==> src/hdl/laser_test_regs_defines.vh <==
// Offsets, fields, reset values and counts of the laser and test registers
// Assumes inclusion by bare name from design files under hdl/
// Behaviour
// Current code and complement must be complementary
// Current pair writable in any order
// Current code drives 8-bit DAC
// Range complement bits invert control range bits
// Range pair writable in any order
// Each frame sets five activity bits
// Any observation write clears activity bits; the code sets them instead when a frame tick lands in the same cycle
// Controller waits one frame before readback
// Bits 7:6 report power state
// Pixel grab returns one pixel per frame
// Grab write resets pointer to pixel zero
// Pixel ready flag set when data valid
// Grab read advances pixel pointer
// Full frame read sets first flag, wraps
// Force-off bit holds laser enable high
// Range pattern 10 is invalid, laser off
// Valid flag needs both pairs; gates laser
// Array size and scan order are parameters
`ifndef LASER_TEST_REGS_DEFINES_VH
`define LASER_TEST_REGS_DEFINES_VH
`define ADDR_LASER_CONTROL_ZERO 7'h1A
`define ADDR_CURRENT_CODE 7'h1C
`define ADDR_CURRENT_COMPLEMENT 7'h1D
`define ADDR_RANGE_COMPLEMENT 7'h1F
`define ADDR_FRAME_ACTIVITY 7'h2E
`define ADDR_PIXEL_READOUT 7'h35
`define ADDR_MOTION_STATUS 7'h02
`define RESET_BYTE 8'h00
`define FORCE_OFF_BIT 0
`define RANGE_HI_BIT 7
`define RANGE_LO_BIT 6
`define RANGE_INVALID 2'h2
`define VALID_BIT 5
`define PIXEL_DATA_READY_BIT 0
`define FIRST_BIT 1
`define ACTIVITY_MASK 5'h1F
`define SPI_WRITE_BIT 7
`endif

==> src/hdl/laser_power_and_test_regs.v <==
// Laser drive configuration, observation and pixel grab registers
// Assumes a serial master on the four-wire port; SPI mode 3, MSB first
// Assumes frame strobe, power state and pixel data from the sensor core
`timescale 1ns/1ps
`include "laser_test_regs_defines.vh"
module laser_power_and_test_regs
#(
   parameter PIX_COLS = 30,
   parameter PIX_ROWS = 30,
   parameter PIX_AW = 10,
   parameter COLUMN_MAJOR = 1
)
(
   input wire clk_sys_in,
   input wire sys_rst_in,
   input wire ncs_in,
   input wire sclk_in,
   input wire mosi_in,
   output reg miso_out,
   output reg miso_oe_out,
   input wire frame_tick_in,
   input wire [1:0] power_state_in,
   input wire [7:0] pixel_data_in,
   output reg [PIX_AW-1:0] pixel_addr_out,
   output reg [7:0] laser_dac_code_out,
   output reg [1:0] laser_range_out,
   output reg laser_on_active_low_out,
   output reg laser_setting_valid_out
);
   // ****************************************************
   // Pin synchronisers
   // ****************************************************
   wire ncs_s;
   wire sclk_s;
   wire mosi_s;
   sync_two_ff u_sync_ncs (.clk_sys_in(clk_sys_in),
      .sys_rst_in(sys_rst_in), .async_in(ncs_in), .rst_val_in(1'b1),
      .sync_out(ncs_s));
   sync_two_ff u_sync_sclk (.clk_sys_in(clk_sys_in),
      .sys_rst_in(sys_rst_in), .async_in(sclk_in), .rst_val_in(1'b1),
      .sync_out(sclk_s));
   sync_two_ff u_sync_mosi (.clk_sys_in(clk_sys_in),
      .sys_rst_in(sys_rst_in), .async_in(mosi_in), .rst_val_in(1'b0),
      .sync_out(mosi_s));

   // ****************************************************
   // Registers
   // ****************************************************
   reg [7:0] laser_control_zero;
   reg [7:0] laser_current_code;
   reg [7:0] laser_current_complement;
   reg [7:0] laser_range_complement;
   reg [4:0] frame_activity_bits;
   reg [7:0] pixel_readout_port;
   reg pixel_data_ready;
   reg first_pixel_flag;
   reg [PIX_AW-1:0] pix_index;
   reg pix_wrapped;

   wire current_pair_ok;
   wire range_pair_ok;
   wire range_usable;
   wire setting_ok;
   assign current_pair_ok =
      (laser_current_code == ~laser_current_complement);
   assign range_pair_ok =
      (laser_control_zero[7:6] == ~laser_range_complement[7:6]);
   assign range_usable =
      (laser_control_zero[7:6] != `RANGE_INVALID);
   assign setting_ok = current_pair_ok & range_pair_ok & range_usable;

   // ****************************************************
   // Serial frame engine
   // ****************************************************
   localparam ST_ADDR = 3'b001;
   localparam ST_WDATA = 3'b010;
   localparam ST_RDATA = 3'b100;
   reg [2:0] state;
   reg [2:0] bit_cnt;
   reg [7:0] shift_in;
   reg [7:0] shift_out;
   reg [6:0] addr;
   reg sclk_d;
   wire sclk_rise;
   wire sclk_fall;
   assign sclk_rise = sclk_s & ~sclk_d;
   assign sclk_fall = ~sclk_s & sclk_d;
   wire [7:0] next_shift_in;
   assign next_shift_in = {shift_in[6:0], mosi_s};

   reg wr_stb;
   reg rd_stb;
   reg [7:0] wr_data;
   reg [6:0] wr_addr;
   reg [7:0] rd_word;

   always @*
   begin
      case (next_shift_in[6:0])
         `ADDR_LASER_CONTROL_ZERO: rd_word = laser_control_zero;
         `ADDR_CURRENT_CODE: rd_word = laser_current_code;
         `ADDR_CURRENT_COMPLEMENT: rd_word = laser_current_complement;
         `ADDR_RANGE_COMPLEMENT: rd_word = laser_range_complement;
         `ADDR_FRAME_ACTIVITY:
            rd_word = {power_state_in, 1'b0, frame_activity_bits};
         `ADDR_PIXEL_READOUT: rd_word = pixel_readout_port;
         `ADDR_MOTION_STATUS:
            rd_word = {2'b00, laser_setting_valid_out, 3'b000,
               first_pixel_flag, pixel_data_ready};
         default: rd_word = `RESET_BYTE;
      endcase
   end

   always @(posedge clk_sys_in)
   begin
      if (sys_rst_in)
      begin
         state <= ST_ADDR;
         bit_cnt <= 3'h0;
         shift_in <= 8'h00;
         shift_out <= 8'h00;
         addr <= 7'h00;
         sclk_d <= 1'b1;
         wr_stb <= 1'b0;
         rd_stb <= 1'b0;
         wr_data <= 8'h00;
         wr_addr <= 7'h00;
         miso_out <= 1'b0;
         miso_oe_out <= 1'b0;
      end
      else
      begin
         sclk_d <= sclk_s;
         wr_stb <= 1'b0;
         rd_stb <= 1'b0;
         miso_oe_out <= (state == ST_RDATA) & ~ncs_s;
         if (ncs_s)
         begin
            state <= ST_ADDR;
            bit_cnt <= 3'h0;
         end
         else
         begin
            if (sclk_fall && state == ST_RDATA)
            begin
               miso_out <= shift_out[7];
               shift_out <= {shift_out[6:0], 1'b0};
            end
            if (sclk_rise)
            begin
               shift_in <= next_shift_in;
               bit_cnt <= bit_cnt + 3'h1;
               if (bit_cnt == 3'h7)
               begin
                  case (state)
                     ST_ADDR:
                     begin
                        addr <= next_shift_in[6:0];
                        if (next_shift_in[`SPI_WRITE_BIT])
                           state <= ST_WDATA;
                        else
                        begin
                           state <= ST_RDATA;
                           shift_out <= rd_word;
                           rd_stb <= 1'b1;
                           wr_addr <= next_shift_in[6:0];
                        end
                     end
                     ST_WDATA:
                     begin
                        wr_stb <= 1'b1;
                        wr_data <= next_shift_in;
                        wr_addr <= addr;
                        state <= ST_ADDR;
                     end
                     ST_RDATA: state <= ST_ADDR;
                     default: state <= ST_ADDR;
                  endcase
               end
            end
         end
      end
   end

   // ****************************************************
   // Register file and pixel grab
   // ****************************************************
   wire wr_obs;
   wire wr_pix;
   wire rd_pix;
   wire last_pix;
   assign wr_obs = wr_stb & (wr_addr == `ADDR_FRAME_ACTIVITY);
   assign wr_pix = wr_stb & (wr_addr == `ADDR_PIXEL_READOUT);
   assign rd_pix = rd_stb & (wr_addr == `ADDR_PIXEL_READOUT);
   assign last_pix = (pix_index == PIX_COLS * PIX_ROWS - 1);

   always @(posedge clk_sys_in)
   begin
      if (sys_rst_in)
      begin
         laser_control_zero <= `RESET_BYTE;
         laser_current_code <= `RESET_BYTE;
         laser_current_complement <= `RESET_BYTE;
         laser_range_complement <= `RESET_BYTE;
         frame_activity_bits <= 5'h00;
         pixel_readout_port <= `RESET_BYTE;
         pixel_data_ready <= 1'b0;
         first_pixel_flag <= 1'b0;
         pix_index <= {PIX_AW{1'b0}};
         pix_wrapped <= 1'b1;
      end
      else
      begin
         if (wr_stb)
         begin
            case (wr_addr)
               `ADDR_LASER_CONTROL_ZERO: laser_control_zero <= wr_data;
               `ADDR_CURRENT_CODE: laser_current_code <= wr_data;
               `ADDR_CURRENT_COMPLEMENT:
                  laser_current_complement <= wr_data;
               `ADDR_RANGE_COMPLEMENT:
                  laser_range_complement <= wr_data;
               default: ;
            endcase
         end
         // Frame set wins over a clearing write
         if (frame_tick_in)
            frame_activity_bits <= `ACTIVITY_MASK;
         else if (wr_obs)
            frame_activity_bits <= 5'h00;
         if (wr_pix)
         begin
            pix_index <= {PIX_AW{1'b0}};
            pix_wrapped <= 1'b1;
            pixel_data_ready <= 1'b0;
         end
         else if (rd_pix)
         begin
            pixel_data_ready <= 1'b0;
            pix_wrapped <= last_pix;
            if (last_pix)
               pix_index <= {PIX_AW{1'b0}};
            else
               pix_index <= pix_index + {{(PIX_AW-1){1'b0}}, 1'b1};
         end
         else if (frame_tick_in && !pixel_data_ready)
         begin
            pixel_readout_port <= pixel_data_in;
            pixel_data_ready <= 1'b1;
            first_pixel_flag <= pix_wrapped;
         end
      end
   end

   // ****************************************************
   // Laser drive outputs
   // ****************************************************
   integer col_i;
   integer row_i;
   always @*
   begin
      col_i = 0;
      row_i = 0;
      if (COLUMN_MAJOR != 0)
      begin
         col_i = pix_index / PIX_ROWS;
         row_i = pix_index % PIX_ROWS;
      end
      else
      begin
         row_i = pix_index / PIX_COLS;
         col_i = pix_index % PIX_COLS;
      end
   end

   always @(posedge clk_sys_in)
   begin
      if (sys_rst_in)
      begin
         laser_dac_code_out <= 8'h00;
         laser_range_out <= 2'h0;
         laser_on_active_low_out <= 1'b1;
         laser_setting_valid_out <= 1'b0;
         pixel_addr_out <= {PIX_AW{1'b0}};
      end
      else
      begin
         laser_dac_code_out <= laser_current_code;
         laser_range_out <= laser_control_zero[7:6];
         laser_setting_valid_out <= current_pair_ok & range_pair_ok;
         laser_on_active_low_out <=
            laser_control_zero[`FORCE_OFF_BIT] | ~setting_ok;
         pixel_addr_out <= row_i[PIX_AW-1:0] * PIX_COLS[PIX_AW-1:0]
            + col_i[PIX_AW-1:0];
      end
   end
endmodule

==> src/hdl/sync_two_ff.v <==
// Two flip-flop synchroniser for one level
// Assumes a single clock domain on clk_sys_in
`timescale 1ns/1ps
module sync_two_ff
(
   input wire clk_sys_in,
   input wire sys_rst_in,
   input wire async_in,
   input wire rst_val_in,
   output reg sync_out
);
   reg stage_one;
   always @(posedge clk_sys_in)
   begin
      if (sys_rst_in)
      begin
         stage_one <= rst_val_in;
         sync_out <= rst_val_in;
      end
      else
      begin
         stage_one <= async_in;
         sync_out <= stage_one;
      end
   end
endmodule

==> config.mk <==
export PLATFORM = sky130hd
export DESIGN_NAME = laser_power_and_test_regs
export DESIGN_NICKNAME = d
export VERILOG_FILES = /design/src/hdl/laser_power_and_test_regs.v /design/src/hdl/sync_two_ff.v
export VERILOG_INCLUDE_DIRS = /design/src /design/src/hdl
export SDC_FILE = /design/constraint.sdc
export NUM_CORES = 1
export LEC_CHECK = 0
export BUFFER_PORTS_ARGS = -buffer_cell sky130_fd_sc_hd__buf_2
export CAP_MARGIN = 20
export CORE_MARGIN = 5
export CORE_UTILIZATION = 51
export CTS_BUF_LIST = sky130_fd_sc_hd__clkbuf_8
export DETAILED_ROUTE_END_ITERATION = 7
export PLACE_DENSITY = 0.71
export SLEW_MARGIN = 20
export SYNTH_ARGS = -nofsm -noshare
export SYNTH_HDL_FRONTEND = slang
export SYNTH_SLANG_ARGS = --single-unit
==> constraint.sdc <==
create_clock -name clk_sys_in -period 6.7 [get_ports clk_sys_in]
set_input_delay 0 -clock clk_sys_in [delete_from_list [all_inputs] [get_ports clk_sys_in]]
set_output_delay 0 -clock clk_sys_in [all_outputs]
set_load 0.05 [all_outputs]
==> Flow_metrics.wiki <==
{| class="wikitable"
! Metric !! Value
|-
| Origin of the worst min-delay path || power_state_in[1]
|-
| All-layer global routing usage || 0.204
|-
| Internal Pwr Total || 1220 uW
|-
| Terminus of the critical flop-to-flop path || pixel_addr_out[9]
|-
| IO Port Bufs || 39
|-
| Setup Crit Path Kind || reg2reg
|-
| Portion of total power attributed to sequential cells || 0.510
|-
| Layout overhead on the synthesized area || 16.2%
|-
| Post-layout nets || 902
|-
| Number of unique standard cell types used by synthesis || 76
|-
| Vias after detailed routing || 5,910
|-
| Warnings, synthesis || 0
|-
| Number of optimization iterations in the first detailed-route pass || 5
|-
| Number of core rows || 43
|-
| Arrival @ worst endpoint || 6.88 ns
|-
| Fillers || 1,166
|-
| Count of cells along the worst hold path || 5
|-
| Worst ir drop on vdd || 0.0946 mV
|-
| Fmax || 153 MHz
|-
| Mapped Nets || 844
|-
| Final worst path period share || 0.977
|-
| Highest cell delay on the worst timing path || 0.57 ns
|-
| Average instance area after synthesis || 8.87 sq um
|-
| Measured slew at the worst slew-check pin || 0.980 ns
|-
| Slowest cell on crit path || fa_1
|-
| Max Transition Viols Final || 0
|-
| Slack of the worst reg-to-reg path || 0.16 ns
|-
| Vias in the first global route || 5,645
|-
| R2r startpoint || pix_index[7]
|-
| CP Max Fanout || 5
|-
| Wire length of the first global-routing pass || 27.3 mm
|-
| Clock transition at the register clock pins on the worst setup and hold paths after CTS || 0.07 ns
|-
| Met2 Usage GRT || 0.357
|-
| Asr flop ratio synth || 0
|-
| Final weighted congestion of routability-driven global placement || 0.929
|-
| Sequential element share of the synthesized area || 0.369
|-
| Cell with the most instances on the worst path || fa_1
|-
| Sum of routed wire length over all layers || 16.5 mm
|-
| Setup WS pre-CTS || -0.0389 ns
|-
| Path type of the worst min-delay path || in2reg
|-
| Net Switching || 315 uW
|-
| Setup violation total in the final timing report || 0
|-
| Main flop type after synthesis || dfxtp_1
|-
| Element type at the critical path start || flip-flop
|-
| Number of CTS-inserted buffers || 17
|-
| Number of synthesized flops with an enable pin || 0
|-
| Power density over the cells || 188 nW/um^2
|-
| Required time of the critical path || 7.03 ns
|-
| Result of the run || completed
|-
| Initial antenna violation count || 0
|-
| Count of inserted antenna diode cells || 0
|-
| RSZ-0062 raised after global routing || true
|-
| Register-to-Register Path Depth || 28
|-
| Final Hold Fails || 0
|-
| GR met1 Demand/Resource || 0.252
|-
| GR Overflow Total || 0
|-
| Clock network power share || 0.467
|-
| Die outline height || 128 um
|-
| Placed wire-length estimate after detailed placement || 11.5 mm
|-
| Worst Hold Endpoint || shift_out[7]
|-
| Final design instance area without fill || 8200 sq um
|-
| Global-route track usage on met3 || 0.0376
|-
| Net switching fraction of the power || 0.204
|-
| Chip width || 128 um
|-
| Combined area of all synthesized cells || 7060 sq um
|-
| Clock tree from TritonCTS || yes
|-
| Cell at the root of the clock tree || clkbuf_8
|-
| Area used by multi-input combinational logic || 4210 sq um
|-
| Comb power frac || 0.023
|-
| Residual DRC count || 0
|-
| Depth of the CTS H-tree || 4
|-
| Instance count of the mapped netlist || 796
|-
| 1st-iter DRT viols || 462
|-
| Total area of sequential cells || 2610 sq um
|-
| Final setup skew || 0.00785 ns
|-
| Clock sink count || 130
|-
| Vias per cell || 5.64
|-
| Final worst slack || 0.155 ns
|-
| Highest-utilization routing layer at the global route stage || met2
|-
| Synth Register Bits || 130
|-
| Worst skew pair latency || 0.44 ns
|-
| Relative slew margins || 0.341
|-
| Cell area reported after detailed placement || 7430 sq um
|-
| Total die area || 16,300 sq um
|-
| Number of buffers on the longest clock path || 2
|-
| Antenna violation net count after detailed routing || 0
|-
| Number of violations of the max-capacitance limit || 0
|-
| Initial Utilization || 0.514
|-
| Leakage power of the design || 0.00338 uW
|-
| Top-level I/O count || 40
|-
| Final routed wire length divided by cell count || 15.8 um
|-
| Minimum clock period after layout || 6.54 ns
|-
| Type of element capturing the critical path || flip-flop
|-
| Placeable core region || 13,700 sq um
|-
| Pin count of the biggest net entering global routing || 63
|-
| Layout cell share with drive strength beyond 1 || 0.182
|}
==> registers in the layout (all words and copies together) (netlist names), 2 cells and up <==
name,flops
laser_current_complement,8
pix_index,10
laser_current_code,8
state,3
laser_range_complement,8
pixel_readout_port,8
shift_out,8
laser_range_out,2
shift_in,7
addr,7
wr_data,8
laser_control_zero,8
laser_dac_code_out,8
pixel_addr_out,10
wr_addr,7
bit_cnt,3
==> layout make-up <==
type,instances,share of cell area
Multi-Input combinational cell,584,0.514
Sequential cell,130,0.318
Timing Repair Buffer,87,0.0717
Clock buffer,20,0.0336
Tap cell,180,0.0275
Clock inverter,12,0.0197
Inverter,34,0.0162
==> cells in the final DEF, fill, tap and decap left out, drive strengths merged, types with 10 or more instances in the layout <==
cell type    netlist  final
dfxtp            130    130
xor2              19     19
nor3              14     14
a22oi             12     12
xnor2             21     21
a21oi             37     37
a211oi            10     10
dlygate4sd3        0     13
inv               33     34
nand4             10     10
nand2             43     43
nor2             129    129
nand3             15     15
ha                20     20
o21ai             21     21
nor2b             19     19
buf               14     73
clkbuf            33     21
fa                12     12
mux2              11     11
mux2i             79     79
==> through the flow <==
| stage | cells | util | power (uW) | setup TNS [ns] | hold WS (ns) |
|---|---|---|---|---|---|
| 4_1_cts | 1033 | 0.584 | 1550 | 0 | 0.0794 |
| 5_1_grt | 1047 | 0.598 | 1590 | -0.186 | 0.0856 |
| 3_3_place_gp | 988 | 0.542 | 830 | 0 | 0.183 |
| 6_report | 1047 | 0.598 | 1540 | 0 | 0.0962 |
| 2_1_floorplan | 796 | - | 821 | 0 | 0.104 |
| 3_5_place_dp | 988 | 0.542 | 831 | -0.0389 | 0.184 |
==> cells by family after synthesis <==
logic type | share of synthesized area
AND/OR/NAND/NOR | 0.191
AO/OA/AOI/OAI | 0.141
flip-flops | 0.369
multiplexers | 0.132
buffers and inverters | 0.0484
XOR/XNOR | 0.0496
adder cells (fa/ha/maj) | 0.0695
==> worst max-delay path: cells and delay by family, from the launching register on <==
kind	cells	cell delay (ns)
multiplexers	3	0.90
adder cells (fa/ha/maj)	5	2.06
AND/OR/NAND/NOR	10	1.66
buffers and inverters	3	0.19
AO/OA/AOI/OAI	5	0.99
flip-flops	1	0.34
XOR/XNOR	2	0.28
==> power groups by stage <==
stage / Clock [uW] / Combinational [uW] / Sequential (uW)
2_1_floorplan: 0 / 22.3 / 799
4_1_cts: 731 / 35.5 / 784
5_1_grt: 766 / 39.3 / 785
3_3_place_gp: 0 / 28.8 / 801
3_5_place_dp: 0 / 29.6 / 802
6_report: 718 / 35.6 / 784
==> synth_stat cells (5+ instances only) <==
library cell | number | area (sq um)
xnor2_1 | 21 | 184
nand3_1 | 14 | 70.1
a22oi_1 | 12 | 90.1
or2_2 | 8 | 50.1
o211ai_1 | 6 | 45.0
nor2b_1 | 19 | 119
nor3_1 | 14 | 70.1
mux2_2 | 9 | 101
mux2i_1 | 78 | 781
or3_1 | 5 | 31.3
a21oi_1 | 37 | 185
dfxtp_1 | 130 | 2600
nor4_1 | 5 | 31.3
nand2_1 | 43 | 161
o21ai_0 | 20 | 100
a31oi_1 | 5 | 31.3
clkbuf_1 | 33 | 124
a21o_1 | 7 | 52.6
nor2_1 | 129 | 484
nand2b_1 | 8 | 50.1
xor2_1 | 19 | 166
a211oi_1 | 9 | 67.6
inv_1 | 33 | 124
ha_1 | 20 | 250
buf_1 | 7 | 26.3
o21bai_1 | 5 | 37.5
nand4_1 | 10 | 62.6
fa_1 | 12 | 240
nand3b_1 | 7 | 52.6
==> how the worst max path moves through the flow <==
stage	startpoint	to	slack, ns	cells after the start
global placement	pix_index[8]	pixel_addr_out[9]	0.18	28
finish	pix_index[7]	pixel_addr_out[9]	0.16	28
detailed placement	pix_index[7]	pixel_addr_out[9]	-0.04	28
floorplan	pix_index[8]	pixel_addr_out[9]	0.16	29
CTS	pix_index[7]	pixel_addr_out[9]	0.0005	28
global route	pix_index[9]	pixel_addr_out[9]	-0.19	27
==> timing repair <==
item,in CTS,in global routing
setup endpoints to repair,1,1
buffers inserted,0,13
hold buffers,13,0
pin swaps,0,15
resized for setup,2,18
hold endpoints to repair,31,0
gates cloned,0,0
==> per-layer routing <==
metal,up-vias,wire (um),share of wire
li1,2877,-,-
met1,2846,7140,0.43
met2,160,8380,0.51
met3,27,737,0.045
met4,0,266,0.016
met5,-,0,0
Power figures use the tool's default switching activity.
